### config.mk
export PLATFORM = sky130hd
export DESIGN_NAME = dll_core
export DESIGN_NICKNAME = d
export VERILOG_FILES = /design/src/dll_pkg.sv /design/src/dll_core.sv /design/src/dll_arbiter.sv
export SDC_FILE = /design/constraint.sdc
export NUM_CORES = 1
export LEC_CHECK = 0
export ABC_CLOCK_PERIOD_IN_PS = 8650
export BUFFER_PORTS_ARGS = -buffer_cell sky130_fd_sc_hd__buf_2
export CORE_ASPECT_RATIO = 1.1
export CORE_UTILIZATION = 61
export DETAILED_ROUTE_END_ITERATION = 8
export PLACE_DENSITY_LB_ADDON = 0.2
export SLEW_MARGIN = 20
export SYNTH_ARGS = -nofsm -noshare
export SYNTH_HDL_FRONTEND = slang
export SYNTH_SLANG_ARGS = --single-unit
export TNS_END_PERCENT = 100
### constraint.sdc
create_clock -name clk -period 8.65 [get_ports clk]
set_clock_uncertainty 0.15 [all_clocks]
set_input_delay 1.2975 -clock clk [delete_from_list [all_inputs] [get_ports clk]]
set_output_delay 1.2975 -clock clk [all_outputs]
set_load 0.02 [all_outputs]
### src/dll_pkg.sv
// package: shared constants and carrier types for the data link layer
package dll_pkg;
   localparam int SEQ_W = 12;
   localparam int DATA_W = 32;
   localparam int RB_AW = 4;
   localparam int RB_DEPTH = 16;
   localparam logic [15:0] DLLP_POLY = 16'h100b;
   localparam logic [15:0] DLLP_INIT = 16'hffff;
   localparam logic [31:0] LCRC_POLY = 32'h04c11db7;
   localparam logic [31:0] LCRC_INIT = 32'hffffffff;
   localparam logic [11:0] SEQ_RST = 12'h000;
   localparam logic [11:0] SEQ_HALF = 12'h800;
   localparam int REPLAY_NS = 1000;
   localparam int CLK_NS = 8;
   localparam logic [11:0] REPLAY_CYC = 12'((REPLAY_NS + CLK_NS - 1) / CLK_NS);
   localparam logic [3:0] ERR_RETRAIN = 4'h4;
   localparam logic [7:0] DT_ACK = 8'h00;
   localparam logic [7:0] DT_NAK = 8'h10;
   localparam logic [7:0] DT_PM = 8'h20;
   localparam logic [7:0] DT_INITFC = 8'h40;
   localparam logic [7:0] DT_UPDFC = 8'h80;
   localparam int NREQ = 8;
   typedef enum logic [2:0] {
      SRC_INITFC, SRC_ACK_HI, SRC_UFC_HI, SRC_PM, SRC_REPLAY, SRC_NEW, SRC_UFC_LO, SRC_ACK_LO
   } src_e;
   typedef struct packed {
      logic [7:0] dtype;
      logic [23:0] body;
   } dllp_s;
   typedef struct packed {
      logic [11:0] seq;
      logic [31:0] data;
   } tlp_s;
   typedef struct packed {
      logic [7:0] hdr;
      logic [11:0] data;
   } credit_s;
endpackage : dll_pkg

### src/dll_core.sv
// data link layer core: sequence, lcrc, replay, ack/nak, arbitration, link control
`timescale 1ns/1ps
`default_nettype none
module dll_core (
   input wire logic clk,
   input wire logic rst,
   // transaction layer transmit (one word per tlp)
   input wire logic tl_tx_valid,
   input wire logic [dll_pkg::DATA_W-1:0] tl_tx_data,
   output logic tl_tx_ready,
   // transaction layer receive
   output logic tl_rx_valid,
   output logic [dll_pkg::DATA_W-1:0] tl_rx_data,
   // flow credits
   input wire dll_pkg::credit_s tl_credit_adv,
   input wire logic tl_credit_upd,
   output dll_pkg::credit_s tl_credit_peer,
   output logic tl_link_up,
   // physical layer transmit
   output logic ph_tx_valid,
   output logic ph_tx_is_dllp,
   output dll_pkg::tlp_s ph_tx_tlp,
   output logic [31:0] ph_tx_crc,
   output dll_pkg::dllp_s ph_tx_dllp,
   input wire logic ph_tx_ready,
   // physical layer receive
   input wire logic ph_rx_tlp_valid,
   input wire dll_pkg::tlp_s ph_rx_tlp,
   input wire logic [31:0] ph_rx_tlp_crc,
   input wire logic ph_rx_dllp_valid,
   input wire dll_pkg::dllp_s ph_rx_dllp,
   input wire logic [15:0] ph_rx_dllp_crc,
   // physical layer training
   input wire logic ph_link_trained,
   output logic ph_retrain,
   output logic pm_low_power_req
);
   typedef enum logic [1:0] {LS_DOWN, LS_INIT, LS_UP} link_e;

   function automatic logic [31:0] lcrc(input logic [43:0] d);
      logic [31:0] c;
      c = dll_pkg::LCRC_INIT;
      for (int b = 43; b >= 0; b--) begin
         c = {c[30:0], 1'b0} ^ ((c[31] ^ d[b]) ? dll_pkg::LCRC_POLY : 32'h00000000);
      end
      return ~c;
   endfunction : lcrc

   function automatic logic [15:0] dcrc(input logic [31:0] d);
      logic [15:0] c;
      c = dll_pkg::DLLP_INIT;
      for (int b = 31; b >= 0; b--) begin
         c = {c[14:0], 1'b0} ^ ((c[15] ^ d[b]) ? dll_pkg::DLLP_POLY : 16'h0000);
      end
      return ~c;
   endfunction : dcrc

   link_e link_q;
   logic [dll_pkg::DATA_W-1:0] rb_mem [dll_pkg::RB_DEPTH];
   logic [11:0] next_seq_q, acked_seq_q, replay_seq_q, rx_seq_q, tmr_q;
   logic replay_q, ack_pend_q, nak_pend_q, nak_sched_q, ufc_pend_q, init_done_q;
   logic [3:0] err_cnt_q;
   logic [11:0] in_flight;
   logic rb_full, ack_ok, nak_ok, rx_crc_ok, rx_dllp_ok, fire, err_ev;
   logic [dll_pkg::NREQ-1:0] req, gnt;
   dll_pkg::tlp_s tx_tlp;

   assign in_flight = next_seq_q - acked_seq_q - 12'h001;
   assign rb_full = in_flight >= 12'(dll_pkg::RB_DEPTH - 1);
   assign rx_dllp_ok = ph_rx_dllp_valid && (dcrc(ph_rx_dllp) == ph_rx_dllp_crc);
   assign ack_ok = rx_dllp_ok && ph_rx_dllp.dtype == dll_pkg::DT_ACK;
   assign nak_ok = rx_dllp_ok && ph_rx_dllp.dtype == dll_pkg::DT_NAK;
   assign rx_crc_ok = lcrc(ph_rx_tlp) == ph_rx_tlp_crc;
   assign err_ev = (ph_rx_tlp_valid && !rx_crc_ok) || (ph_rx_dllp_valid && !rx_dllp_ok);

   // request vector, index order is the grant order
   always_comb begin
      req = '0;
      req[dll_pkg::SRC_INITFC] = link_q == LS_INIT && !init_done_q;
      req[dll_pkg::SRC_ACK_HI] = link_q == LS_UP && nak_pend_q;
      req[dll_pkg::SRC_UFC_HI] = link_q == LS_UP && ufc_pend_q && tl_credit_upd;
      req[dll_pkg::SRC_PM] = 1'b0;
      req[dll_pkg::SRC_REPLAY] = link_q == LS_UP && replay_q;
      req[dll_pkg::SRC_NEW] = link_q == LS_UP && !replay_q && tl_tx_valid && !rb_full;
      req[dll_pkg::SRC_UFC_LO] = link_q == LS_UP && ufc_pend_q && !tl_credit_upd;
      req[dll_pkg::SRC_ACK_LO] = link_q == LS_UP && ack_pend_q;
   end

   dll_arbiter u_arb (
      .req(req),
      .gnt(gnt)
   );

   assign fire = ph_tx_ready || !ph_tx_valid;
   assign tx_tlp.seq = gnt[dll_pkg::SRC_REPLAY] ? replay_seq_q : next_seq_q;
   assign tx_tlp.data = gnt[dll_pkg::SRC_REPLAY] ? rb_mem[replay_seq_q[dll_pkg::RB_AW-1:0]] : tl_tx_data;
   assign tl_tx_ready = fire && gnt[dll_pkg::SRC_NEW];

   // transmit output stage
   always_ff @(posedge clk) begin
      if (rst) begin
         ph_tx_valid <= 1'b0;
         ph_tx_is_dllp <= 1'b0;
         ph_tx_tlp <= '0;
         ph_tx_crc <= '0;
         ph_tx_dllp <= '0;
      end else if (fire) begin
         ph_tx_valid <= |req;
         ph_tx_is_dllp <= !(gnt[dll_pkg::SRC_REPLAY] || gnt[dll_pkg::SRC_NEW]);
         ph_tx_tlp <= tx_tlp;
         if (gnt[dll_pkg::SRC_REPLAY] || gnt[dll_pkg::SRC_NEW]) begin
            ph_tx_crc <= lcrc(tx_tlp);
         end else begin
            ph_tx_dllp.dtype <= (gnt[dll_pkg::SRC_INITFC]) ? dll_pkg::DT_INITFC :
               (gnt[dll_pkg::SRC_UFC_HI] || gnt[dll_pkg::SRC_UFC_LO]) ? dll_pkg::DT_UPDFC :
               nak_pend_q ? dll_pkg::DT_NAK : dll_pkg::DT_ACK;
            ph_tx_dllp.body <= (gnt[dll_pkg::SRC_ACK_HI] || gnt[dll_pkg::SRC_ACK_LO]) ?
               {12'h000, rx_seq_q - 12'h001} : {tl_credit_adv.hdr, 4'h0, tl_credit_adv.data};
            ph_tx_crc <= {16'h0000, dcrc(ph_tx_dllp_next(gnt))};
         end
      end
   end

   function automatic logic [31:0] ph_tx_dllp_next(input logic [dll_pkg::NREQ-1:0] g);
      logic [7:0] t;
      t = g[dll_pkg::SRC_INITFC] ? dll_pkg::DT_INITFC :
         (g[dll_pkg::SRC_UFC_HI] || g[dll_pkg::SRC_UFC_LO]) ? dll_pkg::DT_UPDFC :
         nak_pend_q ? dll_pkg::DT_NAK : dll_pkg::DT_ACK;
      if (g[dll_pkg::SRC_ACK_HI] || g[dll_pkg::SRC_ACK_LO]) begin
         return {t, 12'h000, rx_seq_q - 12'h001};
      end
      return {t, tl_credit_adv.hdr, 4'h0, tl_credit_adv.data};
   endfunction : ph_tx_dllp_next

   // replay buffer write on new tlp
   always_ff @(posedge clk) begin
      if (fire && gnt[dll_pkg::SRC_NEW]) begin
         rb_mem[next_seq_q[dll_pkg::RB_AW-1:0]] <= tl_tx_data;
      end
   end

   // sequence and ack tracking
   always_ff @(posedge clk) begin
      if (rst) begin
         next_seq_q <= dll_pkg::SEQ_RST;
         acked_seq_q <= dll_pkg::SEQ_RST - 12'h001;
      end else begin
         if (fire && gnt[dll_pkg::SRC_NEW]) begin
            next_seq_q <= next_seq_q + 12'h001;
         end
         // accept only acks and naks inside the outstanding window, older ones are stale
         if ((ack_ok || nak_ok) && (ph_rx_dllp.body[11:0] - acked_seq_q) <= in_flight &&
             ph_rx_dllp.body[11:0] != acked_seq_q) begin
            acked_seq_q <= ph_rx_dllp.body[11:0];
         end
      end
   end

   // replay control and timer
   always_ff @(posedge clk) begin
      if (rst) begin
         replay_q <= 1'b0;
         replay_seq_q <= dll_pkg::SEQ_RST;
         tmr_q <= '0;
      end else begin
         if (in_flight == 12'h000 || ack_ok) begin
            tmr_q <= '0;
         end else if (!replay_q) begin
            tmr_q <= tmr_q + 12'h001;
         end
         if (!replay_q && (nak_ok || tmr_q >= dll_pkg::REPLAY_CYC) && in_flight != 12'h000) begin
            replay_q <= 1'b1;
            replay_seq_q <= (nak_ok ? ph_rx_dllp.body[11:0] : acked_seq_q) + 12'h001;
            tmr_q <= '0;
         end else if (replay_q && fire && gnt[dll_pkg::SRC_REPLAY]) begin
            replay_seq_q <= replay_seq_q + 12'h001;
            if (replay_seq_q + 12'h001 == next_seq_q) begin
               replay_q <= 1'b0;
            end
         end
      end
   end

   // receive tlp check and ack/nak scheduling
   always_ff @(posedge clk) begin
      if (rst) begin
         rx_seq_q <= dll_pkg::SEQ_RST;
         ack_pend_q <= 1'b0;
         nak_pend_q <= 1'b0;
         nak_sched_q <= 1'b0;
         tl_rx_valid <= 1'b0;
         tl_rx_data <= '0;
      end else begin
         tl_rx_valid <= 1'b0;
         if (fire && (gnt[dll_pkg::SRC_ACK_HI] || gnt[dll_pkg::SRC_ACK_LO])) begin
            ack_pend_q <= 1'b0;
            nak_pend_q <= 1'b0;
         end
         if (ph_rx_tlp_valid) begin
            if (rx_crc_ok && ph_rx_tlp.seq == rx_seq_q) begin
               rx_seq_q <= rx_seq_q + 12'h001;
               tl_rx_valid <= 1'b1;
               tl_rx_data <= ph_rx_tlp.data;
               ack_pend_q <= 1'b1;
               nak_sched_q <= 1'b0;
            end else if (rx_crc_ok && (rx_seq_q - ph_rx_tlp.seq) < dll_pkg::SEQ_HALF) begin
               ack_pend_q <= 1'b1; // duplicate, re-ack
            end else if (!nak_sched_q) begin
               nak_pend_q <= 1'b1;
               nak_sched_q <= 1'b1;
            end
         end
      end
   end

   // link control, credits, retrain, power
   always_ff @(posedge clk) begin
      if (rst) begin
         link_q <= LS_DOWN;
         init_done_q <= 1'b0;
         ufc_pend_q <= 1'b0;
         tl_link_up <= 1'b0;
         tl_credit_peer <= '0;
         err_cnt_q <= '0;
         ph_retrain <= 1'b0;
         pm_low_power_req <= 1'b0;
      end else begin
         ph_retrain <= 1'b0;
         if (fire && (gnt[dll_pkg::SRC_UFC_HI] || gnt[dll_pkg::SRC_UFC_LO])) begin
            ufc_pend_q <= 1'b0;
         end
         if (tl_credit_upd && link_q == LS_UP) begin
            ufc_pend_q <= 1'b1;
         end
         if (rx_dllp_ok && (ph_rx_dllp.dtype == dll_pkg::DT_INITFC || ph_rx_dllp.dtype == dll_pkg::DT_UPDFC)) begin
            tl_credit_peer <= {ph_rx_dllp.body[23:16], ph_rx_dllp.body[11:0]};
         end
         case (link_q)
            LS_DOWN: begin
               init_done_q <= 1'b0;
               if (ph_link_trained) begin
                  link_q <= LS_INIT;
               end
            end
            LS_INIT: begin
               if (fire && gnt[dll_pkg::SRC_INITFC]) begin
                  init_done_q <= 1'b1;
               end
               if (!ph_link_trained) begin
                  link_q <= LS_DOWN;
               end else if (init_done_q && rx_dllp_ok && ph_rx_dllp.dtype == dll_pkg::DT_INITFC) begin
                  link_q <= LS_UP;
               end
            end
            LS_UP: begin
               if (!ph_link_trained) begin
                  link_q <= LS_DOWN;
               end
            end
            default: link_q <= LS_DOWN;
         endcase
         tl_link_up <= link_q == LS_UP;
         if (err_ev) begin
            if (err_cnt_q == dll_pkg::ERR_RETRAIN - 4'h1) begin
               ph_retrain <= 1'b1;
               err_cnt_q <= '0;
            end else begin
               err_cnt_q <= err_cnt_q + 4'h1;
            end
         end
      end
   end

   chk_no_low_power: assert property (@(posedge clk) disable iff (rst)
      !pm_low_power_req && !req[dll_pkg::SRC_PM]) else $error("low power requested");
   chk_grant_onehot: assert property (@(posedge clk) disable iff (rst)
      $onehot0(gnt)) else $error("grant not one-hot");
   chk_ack_beats_new: assert property (@(posedge clk) disable iff (rst)
      req[dll_pkg::SRC_ACK_HI] |-> !gnt[dll_pkg::SRC_NEW]) else $error("new tlp beat nak");
   chk_replay_beats_new: assert property (@(posedge clk) disable iff (rst)
      replay_q |-> !tl_tx_ready) else $error("new tlp taken during replay");
   chk_seq_advance: assert property (@(posedge clk) disable iff (rst)
      (fire && gnt[dll_pkg::SRC_NEW]) |=> next_seq_q == $past(next_seq_q) + 12'h001) else $error("seq not advanced");
   chk_tx_seq_out: assert property (@(posedge clk) disable iff (rst)
      (fire && gnt[dll_pkg::SRC_NEW]) |=> ph_tx_valid && !ph_tx_is_dllp && ph_tx_tlp.seq == $past(next_seq_q)) else $error("bad tx seq");
   chk_lcrc_out: assert property (@(posedge clk) disable iff (rst)
      (ph_tx_valid && !ph_tx_is_dllp) |-> ph_tx_crc == lcrc(ph_tx_tlp)) else $error("bad lcrc");
   chk_nak_replay: assert property (@(posedge clk) disable iff (rst)
      (nak_ok && !replay_q && in_flight != 12'h000) |=> replay_q) else $error("nak gave no replay");
   chk_timer_replay: assert property (@(posedge clk) disable iff (rst)
      (tmr_q >= dll_pkg::REPLAY_CYC && !replay_q && in_flight != 12'h000) |=> replay_q) else $error("timeout gave no replay");
   chk_bad_crc_nak: assert property (@(posedge clk) disable iff (rst)
      (ph_rx_tlp_valid && !rx_crc_ok && !nak_sched_q) |=> nak_pend_q) else $error("no nak on bad crc");
   chk_good_rx_ack: assert property (@(posedge clk) disable iff (rst)
      (ph_rx_tlp_valid && rx_crc_ok && ph_rx_tlp.seq == rx_seq_q) |=> tl_rx_valid && ack_pend_q) else $error("no ack");
   chk_link_up: assert property (@(posedge clk) disable iff (rst)
      tl_link_up |-> $past(link_q) == LS_UP) else $error("bad link status");
   cov_replay: cover property (@(posedge clk) disable iff (rst) $rose(replay_q));
   cov_link_up: cover property (@(posedge clk) disable iff (rst) $rose(tl_link_up));
   cov_retrain: cover property (@(posedge clk) disable iff (rst) ph_retrain);
endmodule : dll_core
`default_nettype wire

### src/dll_arbiter.sv
// fixed priority transmit arbiter
`timescale 1ns/1ps
`default_nettype none
module dll_arbiter (
   // requests, bit 0 highest
   input wire logic [dll_pkg::NREQ-1:0] req,
   // one-hot grant
   output logic [dll_pkg::NREQ-1:0] gnt
);
   logic [dll_pkg::NREQ-1:0] seen;
   genvar i;
   assign seen[0] = 1'b0;
   generate
      for (i = 1; i < dll_pkg::NREQ; i++) begin : g_chain
         assign seen[i] = seen[i-1] | req[i-1];
      end
      for (i = 0; i < dll_pkg::NREQ; i++) begin : g_gnt
         assign gnt[i] = req[i] & ~seen[i];
      end
   endgenerate
endmodule : dll_arbiter
`default_nettype wire

==> run_results.csv <==
group,metric,value,unit
run_status,status,"finished, final reports clean",
job,drv.max_cap_violation_count,0,
sta,relSlewSlack,35.8,%
synthesis,yosys_warnings,0,
synthesis,synth-edff-count,512,
placed_design,dpl_cell_area,0.0457,mm²
synthesis,syn_area,0.0429,mm²
worst_setup_path,worstRegToRegCells,17,
grt,overflow,0,
synthesis,async_flop_share,0,%
cts,cts_tree,"yes",
synthesis,synth_fa_ha_area_share,1.87,%
die,ioPinCount,351,
die,fp-row-count,101,
grt,grt_pass1_wl,183,mm
sta,fmax,0.136,GHz
cts,cts_hold_buf,0,
route,routed_wl,125,mm
route,wire_per_inst,27.0,µm
die,coreArea,0.0693,mm²
route,routed_via_density,6.16,
sta,grt_setup_unrepaired,"false",
synthesis,yosys_register_bits,744,
sta,min_period,7.36,ns
sta,finalSetupTns,0,ns
synthesis,netlist_instances,3319,
die,design.die.area,0.0714,mm²
placed_design,dpl.hpwl,85.5,mm
cts,cts-root-buf,"clkbuf_16",
worst_setup_path,worstSetupEndpointType,"flop",
worst_setup_path,cp_data_required_time,9.07,ns
worst_setup_path,path_class,"in2reg",
placed_design,place.gp.congestion,0.975,
cts,clkTransAtPathRegs,0.06,ns
worst_setup_path,crit_start,"ph_rx_tlp[38]",
worst_setup_path,critPathArrivalTime,7.79,ns
layout,final_area,0.0481,mm²
placed_design,dp_cells,4491,
cts,clock-sinks,744,
layout,nFillCells,4896,
synthesis,synth_ff_type,"edfxtp_1",
cts,htreeDepth,3,
route,drt-pass1-iter-count,6,
sta,setup_viol,0,
cts,post_cts_buffers,0,
synthesis,synth-xor-area-share,26.1,%
cts,numCtsBuffers,74,
route,vias,28500,
grt,grt_max_degree,83,
route,drc,0,
sta,finalMaxSlewViolations,0,
layout,synthToLayoutAreaGrowth,12.2,%
worst_setup_path,cp-start-kind,"primary input",
route,ant_nets,0,
sta,hold_viol,0,
layout,fin_util,69.5,%
sta,post-route-period-util,85.1,%
synthesis,synth_compound_area_share,5.21,%
die,initial_utilization,61.9,%
synthesis,syn_area_per_cell,12.9,µm²
layout,drive_above_1_share,20.4,%
synthesis,synth_top_family_by_area,"XOR/XNOR gates",
grt,antenna_found_initial,6,
cts,postCtsResizedCells,0,
cts,clk_path_buf_depth,3,
route,drt_iter0_markers,2923,
min_path,whs_path_depth,2,
synthesis,synthMuxAreaShare,10.8,%
cts,insertion_delay,0.65,ns
layout,nets,3887,
die,die_h,280,µm
placed_design,placement.io_buffers,340,
worst_setup_path,critPathMaxFanout,7,
sta,tightestPinTransition,0.963,ns
synthesis,seq_area_frac_synth,46.7,%
layout,final_common_cell,"xnor2_1",
min_path,hold_class,"reg2reg",
layout,layout_common_cells,"580 x xnor2_1, 512 x edfxtp_1, 339 x buf_2",
grt,grt_pass1_vias,28700,
synthesis,synth.distinct_cells,82,
synthesis,synthSimpleGateAreaFrac,7.01,%
min_path,hp-start,"ph_tx_dllp[22]",
die,fp.dieW,255,µm
grt,grtUsageTotal,35.2,%
layout,final_cells,4630,
-- cells in the mapped netlist (8+ instances only) --
cell type / n / area share [%]
a2111oi_0: 8 / 0.16
a211o_1: 13 / 0.27
a211oi_1: 54 / 0.95
a21oi_1: 111 / 1.3
a221oi_1: 10 / 0.20
a22oi_1: 13 / 0.23
a311oi_1: 18 / 0.37
and2_1: 9 / 0.13
and3_1: 16 / 0.23
buf_1: 16 / 0.14
buf_2: 25 / 0.29
buf_4: 23 / 0.40
clkbuf_1: 111 / 0.97
dfxtp_1: 232 / 11
edfxtp_1: 512 / 36
ha_1: 61 / 1.8
inv_1: 61 / 0.53
mux2_2: 14 / 0.37
mux2i_1: 132 / 3.1
mux4_2: 139 / 7.3
nand2_1: 135 / 1.2
nand2b_1: 17 / 0.25
nand3_1: 56 / 0.65
nand4_1: 21 / 0.31
nor2_1: 290 / 2.5
nor2b_1: 16 / 0.23
nor3_1: 28 / 0.33
nor4_1: 14 / 0.20
o21a_1: 9 / 0.16
o21ai_0: 48 / 0.56
o22ai_1: 12 / 0.18
or3_1: 17 / 0.25
xnor2_1: 580 / 12
xnor2_2: 15 / 0.57
xnor3_1: 121 / 6.4
xnor3_2: 8 / 0.44
xor2_1: 227 / 4.6
xor3_1: 26 / 1.4
-- critical path, stage by stage --
cell and delay (ns):
buf_2 0.22, xnor3_1 0.55, xnor2_2 0.42, xnor3_1 0.50
xnor3_1 0.31, xnor2_1 0.56, xnor3_1 0.63, xnor2_1 0.40
xnor2_1 0.23, mux2i_1 0.34, nand4_1 0.22, or4_4 0.53
or4_4 0.47, or4_4 0.56, or3_1 0.37, a21oi_1 0.15
-- cell type report --
type / instances / area [µm²] / share of cell area (%)
clock inverter: 31 / 339 / 0.705
clock buffer: 106 / 2060 / 4.29
antenna: 2 / 5.00 / 0.0104
multi-input combinational: 2346 / 22000 / 45.8
timing repair buffer: 412 / 2260 / 4.70
sequential: 744 / 20000 / 41.6
inverter: 62 / 233 / 0.484
tap: 927 / 1160 / 2.41
-- flip-flops by register name, summed over array words and instances (netlist names), 2 cells and up, named ones only --
register,cells
ph_tx_tlp,44
next_seq_q,12
ph_tx_dllp,23
replay_seq_q,12
tl_rx_data,32
rx_seq_q,12
err_cnt_q,4
ph_tx_crc,32
link_q,2
rb_mem,512
tl_credit_peer,20
acked_seq_q,12
tmr_q,12
-- path summary, 6_finish.rpt --
check / to / slack [ns]
worst max-delay path: rx_seq_q[11] / 1.29
worst min-delay path: ph_tx_dllp[22] / 0.30
worst max register to register: ph_tx_crc[8] / 1.37
worst min register to register: ph_tx_dllp[22] / 0.30
-- layer usage --
layer | wire [µm] | vias to the layer above | share of wire [%] | track usage (%)
li1 | - | 12600 | - | -
met1 | 47500 | 14200 | 38 | 45.0
met2 | 61300 | 1452 | 49 | 58.5
met3 | 10600 | 305 | 8.4 | 5.94
met4 | 5680 | 4 | 4.5 | 16.1
met5 | 25 | - | 0.020 | 0
-- metrics by stage --
stage                     setup slack, ns  hold WS (ns)
final                                1.29         0.298
after global routing                0.896         0.328
after CTS                            1.39         0.301
after detailed placement            0.782         0.293
after global placement              0.848         0.287
after floorplan                      1.48         0.294
-- cells by family (layout without fill, tap and decap cells) --
| logic type | Yosys count | count (layout) |
|---|---|---|
| buffers and inverters | 238 | 611 |
| DFF | 744 | 744 |
| and+or+nand+nor | 656 | 656 |
| xor gates and xnor gates | 991 | 991 |
| AOI/OAI and AO/OA | 340 | 340 |
| muxes | 286 | 286 |
| other | 1 | 12 |
| adders and majority gates | 63 | 63 |
Power is left out: the tool's default activity adds up to more than one toggle a clock period on the data nets, which glitch-free logic cannot reach.
